$ cat config.mk
export PLATFORM = sky130hd
export DESIGN_NAME = idle_frame_rate_control
export DESIGN_NICKNAME = d
export VERILOG_FILES = /design/src/rtl/idle_frame_rate_pkg.sv /design/src/rtl/idle_frame_rate_control.sv /design/src/rtl/osc_prescaler.sv
export SDC_FILE = /design/constraint.sdc
export NUM_CORES = 1
export LEC_CHECK = 0
export BUFFER_PORTS_ARGS = -buffer_cell sky130_fd_sc_hd__buf_2
export CAP_MARGIN = 20
export CORE_MARGIN = 8
export CORE_UTILIZATION = 25
export DETAILED_ROUTE_END_ITERATION = 7
export PLACE_DENSITY = 0.49
export SYNTH_ARGS = -nofsm -noshare
export SYNTH_HDL_FRONTEND = slang
export SYNTH_SLANG_ARGS = --single-unit
export TNS_END_PERCENT = 30
$ cat constraint.sdc
create_clock -name mclk -period 8.25 [get_ports mclk]
set_clock_uncertainty 0.1 [all_clocks]
set_input_delay 2.0625 -clock mclk [delete_from_list [all_inputs] [get_ports mclk]]
set_output_delay 2.0625 -clock mclk [all_outputs]
set_load 0.01 [all_outputs]
$ cat src/rtl/idle_frame_rate_pkg.sv
// Constants shared by the idle-mode frame-rate block and its prescaler.
// Assumes a 100 MHz mclk that stands in for the internal oscillator.
package idle_frame_rate_pkg;
	// Clock period of mclk in nanoseconds.
	localparam int         MCLK_PERIOD_NS     = 10;
	// Command code of the idle frame-rate command.
	localparam logic [7:0] IDLE_FRAME_RATE_CMD = 8'hb2;
	// Field positions inside the two parameter bytes.
	localparam int         DIV_LSB            = 0;
	localparam int         DIV_W              = 2;
	localparam int         RTN_LSB            = 0;
	localparam int         RTN_W              = 5;
	// Reset values of the parameter bytes.
	localparam logic [7:0] DIV_PARAM_RESET    = 8'h00;
	localparam logic [7:0] RTN_PARAM_RESET    = 8'h1e;
	// Divider codes: undivided and halved.
	localparam logic [1:0] DIV_CODE_FULL      = 2'h0;
	localparam logic [1:0] DIV_CODE_HALF      = 2'h1;
	// Oscillator prescale ratio that yields the base clock.
	localparam int         OSC_PRESCALE       = 26;
	// Widths of the line counters.
	localparam int         LINE_W             = 9;
	localparam int         PORCH_W            = 7;
	localparam int         TOTAL_W            = 10;
	// Command decoder states, Gray coded from ST_WAIT_CMD to ST_PARAM2; the return to ST_WAIT_CMD flips two bits.
	typedef enum logic [1:0] {
		ST_WAIT_CMD = 2'b00,
		ST_PARAM1   = 2'b01,
		ST_PARAM2   = 2'b11
	} cmd_state_t;
endpackage

$ cat src/rtl/idle_frame_rate_control.sv
// Idle-mode frame-rate control: command decoder and line/frame timer.
// Assumes the MCU pins are asynchronous and the mode and porch inputs
// come from logic on mclk.
// Notes on behaviour
// - Command B2h written with select low decodes.
// - Idle divider only under idle MCU; resets zero.
// - Divider 00 undivided, 01 halves the clock.
// - Clocks per idle line from five-bit field.
// - Line period field sets idle line length.
// - Base clock is oscillator divided by 26.
// - Frame equals line clocks times ratio times lines.
// - Selected division ratio multiplies frame period.
// - Driven lines plus both porches form frame.
module idle_frame_rate_control
	import idle_frame_rate_pkg::*;
(
	// Clock, reset and enable.
	input  wire logic               mclk,
	input  wire logic               rst,
	input  wire logic               ce,
	// MCU write interface pins.
	input  wire logic               data_command_select,
	input  wire logic               read_strobe_n,
	input  wire logic               write_strobe_n,
	input  wire logic [7:0]         mcu_data,
	// Display mode and panel geometry.
	input  wire logic               idle_mode,
	input  wire logic               mcu_mode,
	input  wire logic [RTN_W-1:0]   normal_line_period,
	input  wire logic [LINE_W-1:0]  driven_lines,
	input  wire logic [PORCH_W-1:0] back_porch,
	input  wire logic [PORCH_W-1:0] front_porch,
	// Settings and timing outputs.
	output logic [DIV_W-1:0]        idle_clock_divider,
	output logic [RTN_W-1:0]        idle_line_period,
	output logic                    line_pulse,
	output logic                    frame_pulse,
	output logic [TOTAL_W-1:0]      line_index
);
	// Pin synchronisers: first stage, second stage, edge history.
	logic       dcx_s1, dcx_s2;       // Data/command select.
	logic       rd_s1, rd_s2;         // Read strobe, active low.
	logic       wr_s1, wr_s2, wr_s3;  // Write strobe, active low.
	logic [7:0] dat_s1, dat_s2;       // Data bus.
	logic       wr_edge;              // Rising edge of the write strobe.
	cmd_state_t state;                // Command decoder state.
	logic [7:0] div_param;            // First parameter byte.
	logic [7:0] rtn_param;            // Second parameter byte.
	logic       base_tick;            // Oscillator divided by the prescaler.
	logic       idle_active;          // Idle mode under MCU operation.
	logic       div_active;           // Halving selected and applied.
	logic       half_phase;           // Alternates on each base tick while halving, else cleared on the next base tick.
	logic       clk_tick;             // Divided internal clock tick.
	logic [RTN_W-1:0]   line_len;     // Clocks per line in force.
	logic [RTN_W-1:0]   clk_cnt;      // Clocks counted in this line.
	logic [TOTAL_W-1:0] total_lines;  // Lines per frame.
	logic               line_end;     // Last clock of a line.

	// Passes every pin through two flip-flops before any logic reads it.
	always_ff @(posedge mclk) begin
		if (rst) begin
			dcx_s1 <= 1'b1;
			dcx_s2 <= 1'b1;
			rd_s1  <= 1'b1;
			rd_s2  <= 1'b1;
			wr_s1  <= 1'b1;
			wr_s2  <= 1'b1;
			wr_s3  <= 1'b1;
			dat_s1 <= 8'h00;
			dat_s2 <= 8'h00;
		end else if (ce) begin
			dcx_s1 <= data_command_select;
			dcx_s2 <= dcx_s1;
			rd_s1  <= read_strobe_n;
			rd_s2  <= rd_s1;
			wr_s1  <= write_strobe_n;
			wr_s2  <= wr_s1;
			wr_s3  <= wr_s2;
			dat_s1 <= mcu_data;
			dat_s2 <= dat_s1;
		end
	end

	// A write is latched on the strobe's rising edge with read idle.
	assign wr_edge = ce && wr_s2 && !wr_s3 && rd_s2;

	// Decodes the command and steps through its two parameter bytes.
	always_ff @(posedge mclk) begin
		if (rst) begin
			state <= ST_WAIT_CMD;
		end else if (wr_edge) begin
			if (!dcx_s2) begin
				// Any command byte restarts decoding.
				if (dat_s2 == IDLE_FRAME_RATE_CMD) begin
					state <= ST_PARAM1;
				end else begin
					state <= ST_WAIT_CMD;
				end
			end else begin
				case (state)
					ST_PARAM1: state <= ST_PARAM2;
					ST_PARAM2: state <= ST_WAIT_CMD;
					default:   state <= ST_WAIT_CMD;
				endcase
			end
		end
	end

	// Stores the parameter bytes; unused upper bits are kept as written.
	always_ff @(posedge mclk) begin
		if (rst) begin
			div_param <= DIV_PARAM_RESET;
			rtn_param <= RTN_PARAM_RESET;
		end else if (wr_edge && dcx_s2) begin
			if (state == ST_PARAM1) begin
				div_param <= dat_s2;
			end else if (state == ST_PARAM2) begin
				rtn_param <= dat_s2;
			end
		end
	end

	// Produces the base clock from the oscillator.
	osc_prescaler #(
		.RATIO (OSC_PRESCALE)
	) u_prescaler (
		.mclk (mclk),
		.rst  (rst),
		.ce   (ce),
		.tick (base_tick)
	);

	// The idle settings act only in idle mode under MCU operation.
	assign idle_active = idle_mode && mcu_mode;
	assign div_active  = idle_active &&
		(div_param[DIV_LSB +: DIV_W] == DIV_CODE_HALF);
	// Every base tick passes when undivided, every second when halved.
	assign clk_tick    = ce && base_tick && (!div_active || half_phase);
	// Idle mode under MCU operation takes clocks per line straight from the field.
	assign line_len    = idle_active ? rtn_param[RTN_LSB +: RTN_W]
	                                 : normal_line_period;
	assign total_lines = TOTAL_W'(driven_lines) + TOTAL_W'(back_porch)
	                   + TOTAL_W'(front_porch);
	assign line_end    = clk_tick && (clk_cnt == line_len - 1'b1);

	// Alternates the halving phase so that one base tick in two passes.
	always_ff @(posedge mclk) begin
		if (rst) begin
			half_phase <= 1'b0;
		end else if (ce && base_tick) begin
			half_phase <= div_active ? !half_phase : 1'b0;
		end
	end

	// Counts divided clocks within a line and marks the line end.
	always_ff @(posedge mclk) begin
		if (rst) begin
			clk_cnt    <= '0;
			line_pulse <= 1'b0;
		end else if (ce) begin
			line_pulse <= line_end;
			if (line_end) begin
				clk_cnt <= '0;
			end else if (clk_tick) begin
				clk_cnt <= clk_cnt + 1'b1;
			end
		end
	end

	// Counts lines of the frame, porches included, and marks frame end.
	always_ff @(posedge mclk) begin
		if (rst) begin
			line_index  <= '0;
			frame_pulse <= 1'b0;
		end else if (ce) begin
			frame_pulse <= 1'b0;
			if (line_end) begin
				if (line_index >= total_lines - 1'b1) begin
					line_index  <= '0;
					frame_pulse <= 1'b1;
				end else begin
					line_index <= line_index + 1'b1;
				end
			end
		end
	end

	// Shows the stored settings, whether or not they are in force.
	always_ff @(posedge mclk) begin
		if (rst) begin
			idle_clock_divider <= DIV_PARAM_RESET[DIV_LSB +: DIV_W];
			idle_line_period   <= RTN_PARAM_RESET[RTN_LSB +: RTN_W];
		end else if (ce) begin
			idle_clock_divider <= div_param[DIV_LSB +: DIV_W];
			idle_line_period   <= rtn_param[RTN_LSB +: RTN_W];
		end
	end
endmodule

$ cat src/rtl/osc_prescaler.sv
// Divides the oscillator clock into a one-cycle base tick.
// Assumes ce freezes the count and rst is synchronous, active high.
module osc_prescaler
	import idle_frame_rate_pkg::*;
#(
	parameter int RATIO = OSC_PRESCALE
) (
	// Clock, reset and enable.
	input  wire logic mclk,
	input  wire logic rst,
	input  wire logic ce,
	// One-cycle base tick.
	output logic      tick
);
	localparam int CW = $clog2(RATIO);
	localparam logic [CW-1:0] LAST = CW'(RATIO - 1);

	logic [CW-1:0] count; // Position within one prescale period.

	// Counts oscillator cycles and pulses tick in the cycle after the last of each period.
	always_ff @(posedge mclk) begin
		if (rst) begin
			count <= '0;
			tick  <= 1'b0;
		end else if (ce) begin
			if (count == LAST) begin
				count <= '0;
				tick  <= 1'b1;
			end else begin
				count <= count + 1'b1;
				tick  <= 1'b0;
			end
		end
	end
endmodule

==> results of run 1 <==
worst min path at each step:
stage	from	endpoint	slack [ns]	cells past startpoint
6_report	rd_s1$_SDFFE_PP1P_	rd_s2$_SDFFE_PP1P_	0.36	1
5_1_grt	rd_s1$_SDFFE_PP1P_	rd_s2$_SDFFE_PP1P_	0.38	1
4_1_cts	wr_s1$_SDFFE_PP1P_	wr_s2$_SDFFE_PP1P_	0.37	1
3_5_place_dp	wr_s1$_SDFFE_PP1P_	wr_s2$_SDFFE_PP1P_	0.35	1
3_3_place_gp	wr_s1$_SDFFE_PP1P_	wr_s2$_SDFFE_PP1P_	0.35	1
2_1_floorplan	dcx_s1$_SDFFE_PP1P_	dcx_s2$_SDFFE_PP1P_	0.33	1
layout by cell type, fill, tap and decap left out, drive strengths merged, types with 2 or more instances in the layout:
cell type	count
ha	33
a21oi	20
or2	2
nand2b	10
xor2	14
clkinv	4
a211oi	7
nor2b	13
o211ai	5
o31ai	4
or3	3
xnor2	7
and3	7
buf	63
nand4	8
nand2	16
nor2	47
clkbuf	11
nand3	15
a211o	16
fa	7
or4	6
inv	47
dfxtp	63
nor3	4
o21ai	8
mux2i	25
metrics by stage:
step	power, uW	instance area [um^2]	hold WS [ns]	setup slack (ns)
finish	854	4450	0.356	2.33
global route	909	4450	0.375	1.99
CTS	870	4450	0.365	2.37
detailed placement	489	4150	0.352	2.02
global placement	484	4150	0.346	2.16
floorplan	448	3680	0.331	2.43
routing by layer:
layer | share of wire | up-vias
met4 | 0.013 | 0
met1 | 0.50 | 1336
li1 | - | 1543
met3 | 0.060 | 11
met5 | 0 | -
met2 | 0.43 | 66
worst max-delay path, delay by kind of cell:
kind	cells	cell delay (ns)
xor+xnor	1	0.13
compound gates	6	1.03
simple gates	5	1.02
buf+inv	4	0.21
fa+ha+maj	5	1.58
where the power goes:
part / internal [uW] / switching [uW]
Clock: 242 / 133
Sequential: 315 / 8.47
Combinational: 73.9 / 83.0
layout make-up:
type,count,area (um^2),area share
Clock inverter,5,57.6,0.0129
Clock buffer,11,243,0.0545
Multi-Input combinational cell,288,2170,0.487
Inverter,47,176,0.0396
Sequential cell,63,1260,0.283
Timing Repair Buffer,63,318,0.0713
Tap cell,184,230,0.0517
state kept, by name (all words and copies together) (netlist names):
register            count
clk_cnt                 5
dat_s1                  8
dat_s2                  8
dcx_s1                  1
dcx_s2                  1
div_param               2
frame_pulse             1
half_phase              1
idle_clock_divider      2
idle_line_period        5
line_index             10
line_pulse              1
rd_s1                   1
rd_s2                   1
rtn_param               5
state                   2
u_prescaler.count       5
u_prescaler.tick        1
wr_s1                   1
wr_s2                   1
wr_s3                   1
kinds of logic after synthesis:
| logic type | Yosys count |
|---|---|
| multiplexers | 25 |
| flip-flops | 63 |
| buffers and inverters | 61 |
| adder cells (fa/ha/maj) | 40 |
| AO/OA/AOI/OAI | 64 |
| XOR/XNOR | 21 |
| AND/OR/NAND/NOR | 138 |
==> metrics.log, run 1 <==
[metrics] run status: finished, final reports clean
[metrics] post-synthesis register bit count: 63
[metrics] hpwl dp: around 6000 um
[metrics] cells after synthesis: about 410
[metrics] top flip-flop cell by instance count after synthesis: dfxtp_1
[metrics] share of final-layout standard cells stronger than drive strength 1: 0.184
[metrics] CTS HTree Levels: 3
[metrics] met3 layer usage reported by global route: 0.0252
[metrics] wire length of the first global-routing pass: 13,600 um
[metrics] vias after detailed routing: around 3,000
[metrics] Sinks on Clock Net: between 60 and 70
[metrics] area of the core region: 14,500 um^2
[metrics] slew margin rel.: 0.381
[metrics] Post-Synth XOR/XNOR Area: 0.0521
[metrics] Mean Syn Cell Area: 8.93 um^2
[metrics] Cell Rows: 44
[metrics] reg2reg end: line_index[2]$_SDFFE_PP0P_
[metrics] met1 layer usage reported by global route: 0.115
[metrics] post-synthesis share of cell area spent on and, or, nand and nor gates: 0.200
[metrics] maximum cell stage delay along the critical path: approximately 0.5 ns
[metrics] Slowest cell on crit path: fa_1
[metrics] Critical Path Source: driven_lines[1]
[metrics] clock latency on the worst-skew pair: 0.32 ns
[metrics] # DRC: 0
[metrics] total wirelength of the detailed-routed design: approximately 8000 um
[metrics] Post-Synth Adder-Cell Area: 0.150
[metrics] top cells by instance count after synthesis: dfxtp_1, inv_1, nor2_1
[metrics] vertical die dimension: ~140 um
[metrics] antenna violations before repair: 0
[metrics] Synth async-reset ratio: 0
[metrics] Startpoint Class: input pin
[metrics] compound-cell area share of the yosys netlist: 0.119
[metrics] width of the die: around 140 um
[metrics] effective utilization at floorplan: 0.254
[metrics] cell type with the highest aggregate area in the netlist: dfxtp_1
[metrics] worst reg-to-reg path cell count: 9
[metrics] count of buffers inserted at the top-level ports: slightly above 60
[metrics] violation count after the first detailed-route iteration: 81
[metrics] sequential-to-total area share from yosys stat: 0.343
[metrics] area enclosed by the die boundary: between 15,000 and 20,000 um^2
[metrics] # IOs: 63
[metrics] dominant combinational cell family by area after synthesis: simple AND/OR/NAND/NOR gates
[metrics] highest fanout seen on the critical path: 3
[metrics] number of antenna cells inserted: 0
[metrics] maximum capacitance violations: 0
[metrics] post-route ant nets: 0
[metrics] count of nets after finishing: 556
[metrics] fin cells: between 600 and 700
[metrics] CP cell instances: buf_2 -> inv_1 -> ha_1 -> inv_1 -> fa_1 -> ha_1 -> inv_1 -> fa_1 -> nor2b_1 -> o21ai_0 -> a21oi_1 -> o21ai_0 -> nand2b_1 -> xnor2_1 -> ha_1 -> a211oi_1 -> nor2_1 -> a211o_1 -> or2_2 -> or4_1 -> o211ai_1
[metrics] time the worst path needs with I/O delays and setup: 5.92 ns
[metrics] cell leakage power: roughly 0.002 uW
[metrics] most instantiated library cell after synthesis: dfxtp_1
[metrics] Post-Synthesis Cell Area: around 3700 um^2
[metrics] most crowded layer after global routing: met2
[metrics] RSZ-0062 raised after global routing: false
[metrics] flop2flop setup slack: about 5.5 ns
[metrics] Slew Limit Fails: 0
[metrics] part of the cycle the worst path needs: 0.717
[metrics] critical path endpoint: line_index[2]$_SDFFE_PP0P_
[metrics] Cells after DPL: 645
[metrics] wire per inst: 12.0 um
[metrics] GRT Residual Overflow: 0
[metrics] slew at the pin closest to its max-slew limit: a little over 0.9 ns
[metrics] core occupancy in the finished layout: 0.308
[metrics] top post-synthesis cells by area: dfxtp_1, ha_1, mux2i_1
[metrics] Hold Path Class: flop to flop
[metrics] Vias per Instance: about 4.5
[metrics] VDD IR max: 0.000127 V
[metrics] Clock transition at path regs: 0.05 ns
[metrics] arrival time of data at the critical path endpoint: 6.06 ns
[metrics] drt pass-1 iters: 4
[metrics] global-route total usage across every layer: 0.0894
[metrics] count of endpoints failing setup in the final report: 0
[metrics] synthesis warning total: 0
[metrics] post-CTS setup buffer count: 0
[metrics] number of buffers added by the clock tree synthesis step: 9
[metrics] Area Overhead vs Synth: 21.1%
[metrics] Hold Fails Final Rpt: 0
[metrics] clock tree from TritonCTS: yes
[metrics] setup TNS: 0 ns
[metrics] met2 Resource Use GR: 0.138
[metrics] number of unique standard cell types used by synthesis: 44
[metrics] Power Density: approximately 190 nW/um^2
[metrics] Crit path required time: about 8.4 ns
[metrics] proportion of netlist area held by the largest area contributor: 0.343
[metrics] worst-case clock buffer depth: 2
[metrics] Layout fillers: 1,549
[metrics] highest achievable clock rate: 0.169 GHz
[metrics] classification of the worst setup path: input pin to flop
[metrics] post-cts gate resize count: 0
[metrics] root buf cell: clkbuf_16
[metrics] count of hold buffers inserted by post-cts repair: 0
[metrics] FF-to-FF Start: rtn_param[0]$_SDFFE_PP0P_
[metrics] vias in the first global route: ~3,000
[metrics] number of nets in the synthesized netlist: 496
[metrics] number of enable-type register cells in the synthesized netlist: 0
[metrics] critical path endpoint category: flop
[metrics] post-synthesis mux area share: 0.0681
[metrics] maximum number of pins on one net before global-route repair: 55
[metrics] final weighted congestion in routability-driven placement: 0.786
No activity file was read; power rests on OpenSTA's default activity.
==> run 2: changes to the inputs <==
--- a/config.mk
+++ b/config.mk
@@ -10,7 +10,7 @@
 export CORE_MARGIN = 8
 export CORE_UTILIZATION = 25
 export DETAILED_ROUTE_END_ITERATION = 7
-export PLACE_DENSITY = 0.49
+export PLACE_DENSITY = 0.5
 export SYNTH_ARGS = -nofsm -noshare
 export SYNTH_HDL_FRONTEND = slang
 export SYNTH_SLANG_ARGS = --single-unit
==> constraint.sdc (replaced) <==
create_clock -name mclk -period 5.3 [get_ports mclk]
set_clock_uncertainty 0.1 [all_clocks]
set_input_delay 1.325 -clock mclk [delete_from_list [all_inputs] [get_ports mclk]]
set_output_delay 1.325 -clock mclk [all_outputs]
set_load 0.01 [all_outputs]
==> run 2 against run 1 <==
Sequential cell count unchanged; combinational power increased by 64%; first-iteration DRC count increased by 38%; largest power group unchanged; critical path type unchanged; critical path depth decreased by 2; non-clock buffer count increased by 4; hold slack improved by 0.0021 ns.
==> metrics.log, run 2 (synthesized netlist as in run 1, its figures left out) <==
[metrics] overall power after layout: 1390 uW
[metrics] buffer and inverter count on the worst path: 3
[metrics] Most flops, register: line_index
[metrics] time the worst path needs with I/O delays and setup: slightly below 5 ns
[metrics] Post-Layout Inst Area: approximately 4500 um^2
[metrics] highest achievable clock rate: between 0.2 and 0.25 GHz
[metrics] Crit path required time: 5.45 ns
[metrics] root buf cell: clkbuf_16
[metrics] count of buffers inserted at the top-level ports: 62
[metrics] most crowded layer after global routing: met2
[metrics] vias after detailed routing: about 3,000
[metrics] area post-placement: 4180 um^2
[metrics] Startpoint Class: input pin
[metrics] clock latency on the worst-skew pair: approximately 0.32 ns
[metrics] setup TNS: 0 ns
[metrics] Hold Fails Final Rpt: 0
[metrics] final weighted congestion in routability-driven placement: 0.740
[metrics] met1 layer usage reported by global route: 0.115
[metrics] classification of the worst setup path: input pin to flop
[metrics] wire per inst: between 10 and 15 um
[metrics] worst slack, placed: -0.132 ns
[metrics] FF-to-FF Start: rtn_param[0]$_SDFFE_PP0P_
[metrics] violation count after the first detailed-route iteration: around 110
[metrics] CP most frequent cell: ha_1
[metrics] count of endpoints failing setup in the final report: 0
[metrics] share of final-layout standard cells stronger than drive strength 1: 0.195
[metrics] area of the core region: around 14,000 um^2
[metrics] Area Overhead vs Synth: 22.8%
[metrics] clock share of power: 0.453
[metrics] cell leakage power: slightly above 0.002 uW
[metrics] vertical die dimension: about 140 um
[metrics] post-CTS setup buffer count: 0
[metrics] highest-count cells in the layout ignoring fill and taps: dfxtp_1, buf_2, inv_1, nor2_1, ha_1
[metrics] VDD IR max: ~0.00024 V
[metrics] count of hold buffers inserted by post-cts repair: 0
[metrics] drt pass-1 iters: 4
[metrics] largest registers: line_index x10, dat_s1 x8, dat_s2 x8
[metrics] critical path endpoint category: flop
[metrics] hpwl dp: between 6000 and 7000 um
[metrics] GRT Residual Overflow: 0
[metrics] Clock transition at path regs: about 0.050 ns
[metrics] Power Density: 308 nW/um^2
[metrics] kind of cell with the highest combined delay on the critical path: adder cells
[metrics] clock tree from TritonCTS: yes
[metrics] arrival time of data at the critical path endpoint: around 5.1 ns
[metrics] Comb power frac: 0.185
[metrics] number of flip-flops in the largest register: 10
[metrics] total wirelength of the detailed-routed design: between 8000 and 9000 um
[metrics] P_int: 1040 uW
[metrics] # DRC: 0
[metrics] part of the cycle the worst path needs: 0.938
[metrics] maximum cell stage delay along the critical path: 0.58 ns
[metrics] maximum capacitance violations: 0
[metrics] slew margin rel.: 0.401
[metrics] Hold Path End: dcx_s2$_SDFFE_PP1P_
[metrics] wire length of the first global-routing pass: ~14,000 um
[metrics] final setup slack of the worst path: about 0.33 ns
[metrics] area enclosed by the die boundary: between 15,000 and 20,000 um^2
[metrics] reg2reg end: line_index[3]$_SDFFE_PP0P_
[metrics] Vias per Instance: around 4.5
[metrics] run status: finished, final reports clean
[metrics] RSZ-0062 raised after global routing: false
[metrics] fin cells: 665
[metrics] CTS HTree Levels: 3
[metrics] Slowest cell on crit path: fa_1
[metrics] vias in the first global route: 3,051
[metrics] sequential cell fraction of total power: 0.362
[metrics] CP cell instances: buf_2 -> inv_1 -> ha_1 -> fa_1 -> inv_1 -> ha_1 -> a21o_1 -> a21oi_1 -> nand2b_1 -> a21oi_1 -> o211ai_1 -> xor2_1 -> ha_1 -> o21ai_1 -> nor2_1 -> a211o_1 -> or2_2 -> or4_1 -> o211ai_1
[metrics] Cell Rows: between 40 and 50
[metrics] effective utilization at floorplan: 0.254
[metrics] antenna violations before repair: 0
[metrics] width of the die: between 100 and 150 um
[metrics] number of buffers added by the clock tree synthesis step: 9
[metrics] met3 layer usage reported by global route: 0.0365
[metrics] Layout fillers: 1,541
[metrics] number of antenna cells inserted: 0
[metrics] slew at the pin closest to its max-slew limit: 0.899 ns
[metrics] maximum number of pins on one net before global-route repair: between 50 and 60
[metrics] Slew Limit Fails: 0
[metrics] power spent charging and discharging nets: around 350 uW
[metrics] count of nets after finishing: 560
[metrics] flop2flop setup slack: roughly 2.5 ns
[metrics] Sinks on Clock Net: 63
[metrics] worst-case clock buffer depth: 2
[metrics] Hold Path Class: flop to flop
[metrics] most common cell after layout, fill and taps aside: dfxtp_1
[metrics] post-cts gate resize count: 0
[metrics] # IOs: 63
[metrics] worst reg-to-reg path cell count: 9
[metrics] source of the worst hold timing path: dcx_s1$_SDFFE_PP1P_
[metrics] global-route total usage across every layer: 0.0922
[metrics] switching portion of total power: 0.254
[metrics] met2 Resource Use GR: 0.143
[metrics] count of cells along the worst hold path: 1
[metrics] Cells after DPL: ~650
[metrics] post-route ant nets: 0
[metrics] highest fanout seen on the critical path: 2
## run 2: cell types whose count changed in the layout (fill, tap and decap cells not counted), sizes merged
cell,change
bufinv,+1
buf,+4
clkinvlp,+1
clkinv,-2
## run 2: per-layer routing
layer	routed length [um]	share of wire	up-vias
li1	-	-	1550
met1	3960	0.48	1369
met2	3540	0.43	65
met3	674	0.081	9
met4	103	0.012	0
met5	0	0	-
## run 2: power groups by stage
stage / Combinational (uW) / Sequential [uW] / Clock [uW]
after floorplan: 187 / 511 / 0
after global placement: 250 / 513 / 0
after detailed placement: 256 / 514 / 0
after CTS: 258 / 504 / 648
after global routing: 301 / 506 / 675
final: 257 / 504 / 629
## run 2: area by class of cell
class | count | area [um^2] | share of cell area
clock inverters | 5 | 81.3 | 0.0180
clock buffers | 11 | 243 | 0.0538
flip-flops and latches | 63 | 1260 | 0.279
well taps | 184 | 230 | 0.0510
multi-input cells | 288 | 2180 | 0.482
repair buffers | 67 | 348 | 0.0770
inverters | 47 | 176 | 0.0391
## run 2: metrics by stage
stage	utilization	hold WS, ns
floorplan	-	0.331
global placement	0.289	0.344
detailed placement	0.289	0.346
CTS	0.311	0.361
global route	0.312	0.377
finish	0.312	0.358
## run 2: worst max-delay path by stage
stage / cells after the start / startpoint / slack [ns] / to
after floorplan: 20 / driven_lines[1] / 0.22 / line_index[2]$_SDFFE_PP0P_
after CTS: 21 / driven_lines[1] / 0.18 / line_index[2]$_SDFFE_PP0P_
final: 19 / driven_lines[2] / 0.33 / line_index[2]$_SDFFE_PP0P_
after global placement: 21 / driven_lines[1] / -0.01 / line_index[2]$_SDFFE_PP0P_
after global routing: 19 / driven_lines[2] / 0.05 / line_index[2]$_SDFFE_PP0P_
after detailed placement: 21 / driven_lines[1] / -0.13 / line_index[2]$_SDFFE_PP0P_
## run 2: worst register-to-register path, cell delays in order, from the launching register on
cell and delay (ns):
dfxtp_1 0.36, nand3_1 0.14, and2_1 0.17, ha_1 0.30
xor2_1 0.13, o211ai_1 0.18, nor4b_4 0.52, nand2_4 0.17
or4_4 0.55, o211ai_2 0.07
